==> config.mk <==
export PLATFORM = sky130hd
export DESIGN_NAME = gmn_exec
export DESIGN_NICKNAME = d
export VERILOG_FILES = /design/src/common/gmn_pkg.sv /design/src/design/gmn_mul_pipe.sv /design/src/design/gmn_exec.sv
export SDC_FILE = /design/constraint.sdc
export NUM_CORES = 2
export LEC_CHECK = 0
export BUFFER_PORTS_ARGS = -buffer_cell sky130_fd_sc_hd__clkbuf_2
export CAP_MARGIN = 25
export CORE_MARGIN = 5
export CORE_UTILIZATION = 30
export CTS_CLUSTER_SIZE = 10
export DETAILED_ROUTE_END_ITERATION = 10
export PLACE_DENSITY_LB_ADDON = 0.1
export RECOVER_POWER = 50
export SLEW_MARGIN = 40
export SYNTH_ARGS = -nofsm -noshare
export SYNTH_HDL_FRONTEND = slang
export SYNTH_SLANG_ARGS = --single-unit
==> constraint.sdc <==
create_clock -name clock -period 15.7 [get_ports clock]
set_input_delay 3.925 -clock clock [delete_from_list [all_inputs] [get_ports clock]]
set_output_delay 3.925 -clock clock [all_outputs]
set_load 0.01 [all_outputs]
==> src/common/gmn_pkg.sv <==
// Package of constants for the guarded multiply, negate and compare datapath
`default_nettype none
package gmn_pkg;
	// ==========================================================
	// Widths
	localparam int DATA_W  = 32;
	localparam int PROD_W  = 64;
	localparam int IMM_W   = 7;
	localparam int REG_W   = 7;
	// ==========================================================
	// Timing
	localparam int MUL_LAT = 3;
	localparam int ALU_LAT = 1;
	// ==========================================================
	// Values
	localparam logic [31:0] ZERO_VAL = 32'h0000_0000;
	localparam logic [31:0] MOST_NEG = 32'h8000_0000;
	localparam logic [6:0]  ZERO_REG = 7'h00;
	// ==========================================================
	// Operation selects
	typedef enum logic [2:0] {
		GMN_OP_MUL_LO,
		GMN_OP_MUL_HI,
		GMN_OP_NEG,
		GMN_OP_NEQ,
		GMN_OP_NEQ_IMM,
		GMN_OP_NONE
	} gmn_op_t;
endpackage
`default_nettype wire

==> src/design/gmn_mul_pipe.sv <==
// Two-stage signed multiplier core with tag passthrough
`default_nettype none
module gmn_mul_pipe #(
	parameter int DATA_W = 32,
	parameter int TAG_W  = 9
) (
	// Clock and reset
	input  wire logic                clock,
	input  wire logic                reset_n,
	// Issue side
	input  wire logic                in_valid,
	input  wire logic                in_high,
	input  wire logic [TAG_W-1:0]    in_tag,
	input  wire logic [DATA_W-1:0]   in_a,
	input  wire logic [DATA_W-1:0]   in_b,
	// Result side
	output logic                     out_valid,
	output logic [TAG_W-1:0]         out_tag,
	output logic [DATA_W-1:0]        out_result
);
	// ==========================================================
	// Stage 1: capture operands
	logic                   v1_q, v2_q, h1_q, h2_q;
	logic [TAG_W-1:0]       t1_q, t2_q;
	logic signed [DATA_W-1:0] a1_q, b1_q;
	logic signed [2*DATA_W-1:0] p2_q;
	wire  signed [2*DATA_W-1:0] prod_w;
	wire  [DATA_W-1:0]          pick_w;

	// Signed operands sign-extend to the full product width
	assign prod_w = a1_q * b1_q;
	// Upper half for the high variant, lower half otherwise
	assign pick_w = h2_q ? p2_q[2*DATA_W-1:DATA_W]
		: p2_q[DATA_W-1:0];

	always_ff @(posedge clock) begin
		if (!reset_n) begin
			v1_q      <= 1'b0;
			v2_q      <= 1'b0;
		end else begin
			v1_q      <= in_valid;
			v2_q      <= v1_q;
		end
	end

	// Final select is left unregistered: the parent's output flop is
	// the third stage, which keeps the issue-to-write delay at three
	assign out_valid  = v2_q;
	assign out_tag    = t2_q;
	assign out_result = pick_w;

	// Datapath flops cleared as well so no unknown reaches the outputs
	always_ff @(posedge clock) begin
		if (!reset_n) begin
			a1_q       <= '0;
			b1_q       <= '0;
			h1_q       <= 1'b0;
			t1_q       <= '0;
			p2_q       <= '0;
			h2_q       <= 1'b0;
			t2_q       <= '0;
		end else begin
			a1_q       <= in_a;
			b1_q       <= in_b;
			h1_q       <= in_high;
			t1_q       <= in_tag;
			p2_q       <= prod_w;
			h2_q       <= h1_q;
			t2_q       <= t1_q;
		end
	end
endmodule
`default_nettype wire

==> src/design/gmn_exec.sv <==
// Guarded multiply, negate and not-equal compare execution unit
// ==========================================================
// Overview of operation
// - Low multiply writes product bits 31:0
// - Low multiply never flags overflow
// - Multiply operands are signed two's complement
// - Guard LSB one enables destination write
// - High multiply writes product bits 63:32
// - Zero register always reads zero
// - Negate writes zero minus source
// - Negating most negative returns it unchanged
// - Register compare writes one when differing
// - Immediate compare against signed 7-bit value
`default_nettype none
module gmn_exec #(
	parameter int DATA_W = 32,
	parameter int REG_W  = 7
) (
	// Clock and reset
	input  wire logic                clock,
	input  wire logic                reset_n,
	// Issue
	input  wire logic                issue_valid,
	input  wire gmn_pkg::gmn_op_t    issue_op,
	input  wire logic [REG_W-1:0]    first_source_index,
	input  wire logic [REG_W-1:0]    second_source_index,
	input  wire logic [DATA_W-1:0]   first_source_operand,
	input  wire logic [DATA_W-1:0]   second_source_operand,
	input  wire logic [6:0]          immediate,
	input  wire logic                guard_present,
	input  wire logic [DATA_W-1:0]   guard_value,
	input  wire logic [REG_W-1:0]    dest_index,
	// Integer unit write port
	output logic                     alu_write,
	output logic [REG_W-1:0]         alu_dest,
	output logic [DATA_W-1:0]        alu_data,
	// Multiplier write port
	output logic                     mul_write,
	output logic [REG_W-1:0]         mul_dest,
	output logic [DATA_W-1:0]        mul_data
);
	// ==========================================================
	// Operand decode
	wire [DATA_W-1:0] src1_w;
	wire [DATA_W-1:0] src2_w;
	wire [DATA_W-1:0] imm_ext_w;
	wire              guard_ok_w;
	wire              is_mul_w;
	wire              is_alu_w;
	wire [DATA_W-1:0] neg_w;
	wire [DATA_W-1:0] alu_res_w;

	// Register zero forced to zero whatever the file delivers
	assign src1_w = (first_source_index == gmn_pkg::ZERO_REG)
		? gmn_pkg::ZERO_VAL : first_source_operand;
	assign src2_w = (second_source_index == gmn_pkg::ZERO_REG)
		? gmn_pkg::ZERO_VAL : second_source_operand;
	assign imm_ext_w = {{(DATA_W-7){immediate[6]}}, immediate};
	assign guard_ok_w = !guard_present || guard_value[0];
	assign is_mul_w = issue_valid && guard_ok_w
		&& (issue_op == gmn_pkg::GMN_OP_MUL_LO
		|| issue_op == gmn_pkg::GMN_OP_MUL_HI);
	assign is_alu_w = issue_valid && guard_ok_w
		&& (issue_op == gmn_pkg::GMN_OP_NEG
		|| issue_op == gmn_pkg::GMN_OP_NEQ
		|| issue_op == gmn_pkg::GMN_OP_NEQ_IMM);

	// Wraps modulo 2^32, so the most negative value maps to itself
	assign neg_w = gmn_pkg::ZERO_VAL - src1_w;

	assign alu_res_w =
		(issue_op == gmn_pkg::GMN_OP_NEG) ? neg_w :
		(issue_op == gmn_pkg::GMN_OP_NEQ)
			? {{(DATA_W-1){1'b0}}, src1_w != src2_w} :
		{{(DATA_W-1){1'b0}}, src1_w != imm_ext_w};

	// ==========================================================
	// Single-cycle integer unit
	always_ff @(posedge clock) begin
		if (!reset_n) begin
			alu_write <= 1'b0;
			alu_dest  <= '0;
			alu_data  <= '0;
		end else begin
			alu_write <= is_alu_w;
			alu_dest  <= dest_index;
			alu_data  <= alu_res_w;
		end
	end

	// ==========================================================
	// Pipelined multiplier; no overflow indication exists
	wire              mul_v_w;
	wire [REG_W-1:0]  mul_t_w;
	wire [DATA_W-1:0] mul_r_w;

	gmn_mul_pipe #(
		.DATA_W (DATA_W),
		.TAG_W  (REG_W)
	) u_mul (
		.clock      (clock),
		.reset_n    (reset_n),
		.in_valid   (is_mul_w),
		.in_high    (issue_op == gmn_pkg::GMN_OP_MUL_HI),
		.in_tag     (dest_index),
		.in_a       (src1_w),
		.in_b       (src2_w),
		.out_valid  (mul_v_w),
		.out_tag    (mul_t_w),
		.out_result (mul_r_w)
	);

	always_ff @(posedge clock) begin
		if (!reset_n) begin
			mul_write <= 1'b0;
			mul_dest  <= '0;
			mul_data  <= '0;
		end else begin
			mul_write <= mul_v_w;
			mul_dest  <= mul_t_w;
			mul_data  <= mul_r_w;
		end
	end

	// ==========================================================
	// Checks
	logic signed [63:0] prod_chk;
	assign prod_chk = $signed(src1_w) * $signed(src2_w);

	// ==========================================================
	// Check helpers
	// Multiplies taken but not yet written back; a write strobe with
	// nothing in flight would be a phantom result
	logic [1:0]       mul_pend_q;
	wire  [1:0]       mul_pend_d;
	gmn_pkg::gmn_op_t alu_op_q;

	// Three in flight at most, so two bits never wrap
	assign mul_pend_d = (is_mul_w && !mul_write) ? mul_pend_q + 2'h1
		: (!is_mul_w && mul_write) ? mul_pend_q - 2'h1
		: mul_pend_q;

	// Operation behind the current integer unit strobe
	always_ff @(posedge clock) begin
		if (!reset_n) begin
			mul_pend_q <= 2'h0;
			alu_op_q   <= gmn_pkg::GMN_OP_NONE;
		end else begin
			mul_pend_q <= mul_pend_d;
			alu_op_q   <= issue_op;
		end
	end
endmodule
`default_nettype wire

# --- After elaboration in Yosys (flattened, before gate mapping) ---
# Cells that the tools add are included.
totals:
  romBits: 0
  word_cells: 38
  ramBits: 0
  reg_bits: 219
  output_inout_bits: 80
  input_bits: 131
  latch_bits: 0
  memories: 0
classes:
  n_mux: 5
  order_cmp: 0
  div: 0
  multipliers: 1
  n_bitwise: 0
  add_sub_neg: 1
  eq_ne: 6
  reduce_logical: 11
  n_shift: 0
op_table:
  columns: ["operator", "n"]
  rows:
  - ["$mux W32", 4]
  - ["$mul A32 B32 Y64", 1]
  - ["$ne A32 B32 Y1", 2]
  - ["$sub A1 B32 Y32 const A", 1]
  - ["$logic_not A7 Y1", 2]
  - ["$eq A3 B2 Y1 const B", 2]
  - ["$logic_or A1 B1 Y1", 4]
  - ["$eq A3 B1 Y1 const B", 1]
  - ["$eq A3 B3 Y1 const B", 1]
  - ["$logic_and A1 B1 Y1", 3]
  - ["$logic_not A3 Y1", 1]
  - ["$logic_not A1 Y1", 1]
  - ["$mux W1", 1]

# --- Depth between registers and ports, before layout ---
depth:
  word_depth: 5
  mapped_depth: 27
  depth_no_buf: 27

# --- Cells and area by module ---
# From an unflattened synthesis, not the netlist that was laid out.
unflattened:
  hier_cells: 4768
  area_unflattened_um2: 44789.2
by_module_without_submodules:
  columns: ["mod", "instances", "area_per_inst_um2", "seq_area_each_um2", "cells_each"]
  rows:
  - ["gmn_mul_pipe", 1, 40515.1, 2922.8, 4234]
  - ["gmn_exec", 1, 4274.1, 1601.5, 534]

# --- Least setup slack after synthesis ---
# Ideal clock, no wire load.
synth_timing:
  kind: "register to register"
  from: "register u_mul.a1_q[31]"
  to: "register u_mul.p2_q[63]"
  path_stages_with_launch: 24
  slack_ns: 7.874
  n_path_buf: 2
  period_less_slack_ns: 7.826
  setup_ns: 0.123
  arrival_ns: 7.702
  required_time_ns: 15.577
  cell_sequence: "dfxtp_1 -> clkbuf_1 -> nand2_1 -> inv_1 -> fa_1 -> fa_1 -> fa_1 -> inv_1 -> fa_1 -> inv_1 -> fa_1 -> inv_1 -> fa_1 -> fa_1 -> fa_1 -> inv_1 -> ha_1 -> clkbuf_1 -> nand4_1 -> or4_1 -> o21a_1 -> a211oi_1 -> o22ai_1 -> mux2_1"
synth_via:
  elab_chain_len: 1
synth_lines:
  columns: ["element", "line_no", "text"]
  rows:
  - ["start, declared", "gmn_mul_pipe.sv:25", "logic signed [DATA_W-1:0] a1_q, b1_q;"]
  - ["start signal, assigned", "gmn_mul_pipe.sv:63", "a1_q <= in_a;"]
  - ["$mul A32 B32 Y64", "gmn_mul_pipe.sv:31", "assign prod_w = a1_q * b1_q;"]
  - ["end signal, assigned", "gmn_mul_pipe.sv:67", "p2_q <= prod_w;"]
  - ["end, declared", "gmn_mul_pipe.sv:26", "logic signed [2*DATA_W-1:0] p2_q;"]
# No other way between the ends.
# A chain may end at the register's enable or synchronous reset.

# --- Final worst setup path ---
layout_timing:
  from: "register u_mul.b1_q[7]"
  to: "register u_mul.p2_q[56]"
layout_via:
  elab_chain_len: 1
layout_lines:
  columns: ["element", "line_no", "text"]
  rows:
  - ["start, declared", "gmn_mul_pipe.sv:25", null]
  - ["start signal, assigned", "gmn_mul_pipe.sv:64", "b1_q <= in_b;"]
  - ["$mul A32 B32 Y64", "gmn_mul_pipe.sv:31", null]
# No other way between the ends.

==> reports/results.tsv <==
stage	metric	value	unit
cells_and_area	number of nets at the end of the flow	6019	
critical_path	maximum fanout count along the critical path	32	
routing	number of optimization iterations in the first detailed-route pass	5	
placement	placed inst area	46300	sq um
clock_network	CTS tree	built	
synth	share of flip-flops with an asynchronous set or reset after synthesis	0	%
timing	Final WS setup	6.70	ns
timing	shortest clock period the worst path allows after layout	9.00	ns
synth	number of synthesized register bits	219	
synth	synthesized area	43600	sq um
synth	share of synthesized cell area in full adder, half adder and majority cells	55.0	%
cells_and_area	commonest non-fill, non-tap cell in the layout	sky130_fd_sc_hd__fa_1	
critical_path	reg2reg start	u_mul.b1_q[7]	
synth	Synth Area in XOR/XNOR	1.71	%
placement	detailed-placement wirelength estimate	110000	um
routing	Routed wire per std cell	21.4	um
hold_path	min-delay src	u_mul.out_tag[5]	
clock_network	number of instances resized during post-cts repair	0	
clock_network	buffers from clock root to sink, at most	3	
synth	count of cell types in the netlist	74	
clock_network	hold-fix buffer count after cts	0	
synth	commonest register cell after synthesis	sky130_fd_sc_hd__dfxtp_1	
routing	vias per inst	4.66	
cells_and_area	synth-to-layout area growth	8.13	%
die	area of the die	153000	sq um
global_route	global-route wire length before repair	220000	um
synth	post-synthesis compound-gate area fraction	4.84	%
clock_network	Clk Latency, worst-skew pair	0.59	ns
clock_network	number of H-tree levels	1	
placement	pre-CTS setup slack	6.73	ns
synth	syn nets	6029	
synth	Yosys Warn Count	0	
clock_network	register clock-pin slew on the reported worst setup and hold paths	0.05	ns
timing	slew at the pin with the worst max-slew slack	1.55	ns
die	chip height	391	um
cells_and_area	Design Area, Final	47100	sq um
critical_path	worst reg-to-reg setup slack	6.70	ns
critical_path	worst reg2reg path depth	23	
timing	unrepaired setup endpoints after global routing	no	
routing	total routed wirelength	140000	um
run_status	failing checks	max-capacitance violations, max-slew violations	
routing	Routed Antenna Nets	0	
timing	Post-Route Setup TNS	0	ns
die	IO Count	211	
timing	number of failing hold endpoints at the final stage	0	
clock_network	Clock Sink Count	219	
synth	mean post-synth cell area	9.41	sq um
placement	Port-buffer cells	179	
power_and_ir_drop	PwrDens	183	nW/um^2
synth	main combinational cell family by area after synthesis	adder cells	
routing	post-route DRC violation count	0	
cells_and_area	highest-count cells in the layout ignoring fill and taps	sky130_fd_sc_hd__fa_1, sky130_fd_sc_hd__inv_1, sky130_fd_sc_hd__nand2_1, sky130_fd_sc_hd__and2_1, sky130_fd_sc_hd__ha_1	
die	Starting Density	30.3	%
routing	via total after detailed routing	30500	
critical_path	kind of critical path	register to register	
timing	timing-limited maximum frequency	111	MHz
routing	initial drt markers	1597	
cells_and_area	fraction of final layout cells sized beyond drive strength 1	5.22	%
power_and_ir_drop	leakage	22.3	nW
hold_path	class of the tightest hold or removal check	register to register	
timing	max-slew violations	32	
clock_network	Setup Buffers After CTS	0	
run_status	status	complete, but fails checks	
power_and_ir_drop	maximum VDD drop	0.221	mV
synth	sequential-to-total area share from yosys stat	10.1	%
synth	gate count of the mapped netlist	4631	
critical_path	critical path capture point type	register	
global_route	antenna violations before repair	3	
hold_path	Hold Crit Endpoint	mul_dest[5]	
synth	top cell type's share of synthesized area	49.7	%
timing	# setup viols final	0	
die	CORE AREA	144000	sq um
critical_path	CP startpoint kind	register	
critical_path	required time of the critical path	16.06	ns
die	die boundary width	391	um
clock_network	clock root buffer	sky130_fd_sc_hd__clkbuf_16	
timing	Max Clock Skew	0.0184	ns
synth	synth top area cells	sky130_fd_sc_hd__fa_1, sky130_fd_sc_hd__dfxtp_1, sky130_fd_sc_hd__and2_1	
timing	worst hold slack across all endpoints	0.428	ns
global_route	via count of the first global-routing pass	35000	
synth	top cell type by total area after synthesis	sky130_fd_sc_hd__fa_1	
placement	final weighted congestion in routability-driven placement	0.813	
synth	Post-synth EDFFs	0	
clock_network	total clock buffers created by CTS	29	
job	max-capacitance violation count	1	
cells_and_area	Fill cells	15200	
timing	worst slew slack as a fraction of its limit	-3.62	%
hold_path	worst hold stages	1	
critical_path	FF-to-FF End	u_mul.p2_q[56]	
critical_path	crit path DAT	9.36	ns
global_route	Overall Global Routing Usage	19.0	%
timing	fraction of the cycle the final worst path needs	57.3	%
synth	Synth Area in Simple Gates	17.0	%
global_route	overall overflow remaining after global route	0	
global_route	maximum number of pins on one net before global-route repair	71	
die	Placement Rows	139	
power_and_ir_drop	Pwr Total	8.64	mW
synth	mux share of post-synthesis cell area	0.855	%
[critical path, stage by stage, from the launching register on]
cell                       delay (ns)
sky130_fd_sc_hd__dfxtp_2         0.88
sky130_fd_sc_hd__and2_1          0.25
sky130_fd_sc_hd__fa_1            0.42
sky130_fd_sc_hd__inv_1           0.29
sky130_fd_sc_hd__fa_1            0.47
sky130_fd_sc_hd__inv_1           0.23
sky130_fd_sc_hd__fa_1            0.51
sky130_fd_sc_hd__inv_1           0.09
sky130_fd_sc_hd__fa_1            0.53
sky130_fd_sc_hd__inv_1           0.57
sky130_fd_sc_hd__fa_1            0.56
sky130_fd_sc_hd__fa_1            0.57
sky130_fd_sc_hd__fa_1            0.47
sky130_fd_sc_hd__fa_1            0.48
sky130_fd_sc_hd__ha_1            0.40
sky130_fd_sc_hd__and3_1          0.29
sky130_fd_sc_hd__and4_1          0.21
sky130_fd_sc_hd__a221o_1         0.31
sky130_fd_sc_hd__a211oi_1        0.38
sky130_fd_sc_hd__o21a_1          0.19
sky130_fd_sc_hd__a21oi_1         0.13
sky130_fd_sc_hd__o21ai_0         0.27
sky130_fd_sc_hd__a21o_1          0.16
sky130_fd_sc_hd__a21oi_1         0.08
[synth_stat cells, drive strengths merged (9+ instances only)]
cell    count
fa       1082
inv       957
and2      578
nand2     572
clkbuf    247
dfxtp     219
ha        185
nor2      162
a21oi     100
o21ai      55
xnor2      53
a21o       35
and3       35
mux2i      35
xor2       32
nor3       31
a31oi      26
nand3      26
nand4      19
a22oi      16
nand2b     15
o21bai     15
buf        12
o21a       12
nor4       11
a211oi      9
[per-layer routing]
metal  routed length, um  share of wire (%)  global-route usage (%)  vias up
met5                   0                  0                       0        -
met2               73000                 52                    34.7      475
li1                    -                  -                       -    13600
met4                3720                2.7                    4.90        0
met3                3930                2.8                    1.46      151
met1               59700                 43                    24.2    16300
[through the flow]
step / cells / utilization, %
2_1_floorplan: 4631 / -
3_3_place_gp: 6492 / 32.1
3_5_place_dp: 6492 / 32.2
4_1_cts: 6537 / 32.8
5_1_grt: 6539 / 32.7
6_report: 6545 / 32.7
[registers in the layout, summed over array words and instances (netlist names)]
| name | flops |
|---|---|
| u_mul.p2_q | 64 |
| alu_data | 32 |
| mul_data | 32 |
| u_mul.a1_q | 32 |
| u_mul.b1_q | 32 |
| mul_dest | 7 |
| u_mul.out_tag | 7 |
| u_mul.t1_q | 7 |
| alu_write | 1 |
| mul_write | 1 |
| u_mul.h1_q | 1 |
| u_mul.h2_q | 1 |
| u_mul.out_valid | 1 |
| u_mul.v1_q | 1 |
[cell type report]
cell class	instances	area (sq um)	share of cell area (%)
Timing Repair Buffer	218	1100	2.34
Clock inverter	8	78.8	0.167
Clock buffer	37	787	1.67
Antenna cell	7	17.5	0.0372
Tap cell	1903	2380	5.05
Multi-Input combinational cell	3196	34600	73.5
Inverter	957	3590	7.62
Sequential cell	219	4530	9.60
[kinds of logic (layout without fill, tap and decap cells)]
family                     Yosys count  after routing
AOI/OAI and AO/OA                  324            324
xor gates and xnor gates            85             85
adders and majority gates         1267           1267
buffers and inverters             1216           1220
DFF                                219            219
muxes                               37             37
other                                0              7
and+or+nand+nor                   1483           1483
[power breakdown]
group	switching [mW]	leakage (nW)	internal (mW)
combinational	4.49	20.0	2.71
clock	0.267	0.424	0.366
sequential	0.124	1.83	0.679
total	4.88	22.3	3.76
[worst max path at each step]
stage                         from        endpoint
floorplan           u_mul.a1_q[31]  u_mul.p2_q[63]
CTS                  u_mul.b1_q[7]  u_mul.p2_q[56]
global placement     u_mul.b1_q[5]  u_mul.p2_q[56]
global route         u_mul.b1_q[7]  u_mul.p2_q[56]
detailed placement   u_mul.b1_q[7]  u_mul.p2_q[56]
finish               u_mul.b1_q[7]  u_mul.p2_q[56]
Note: power is estimated with default switching activity, not from simulation.
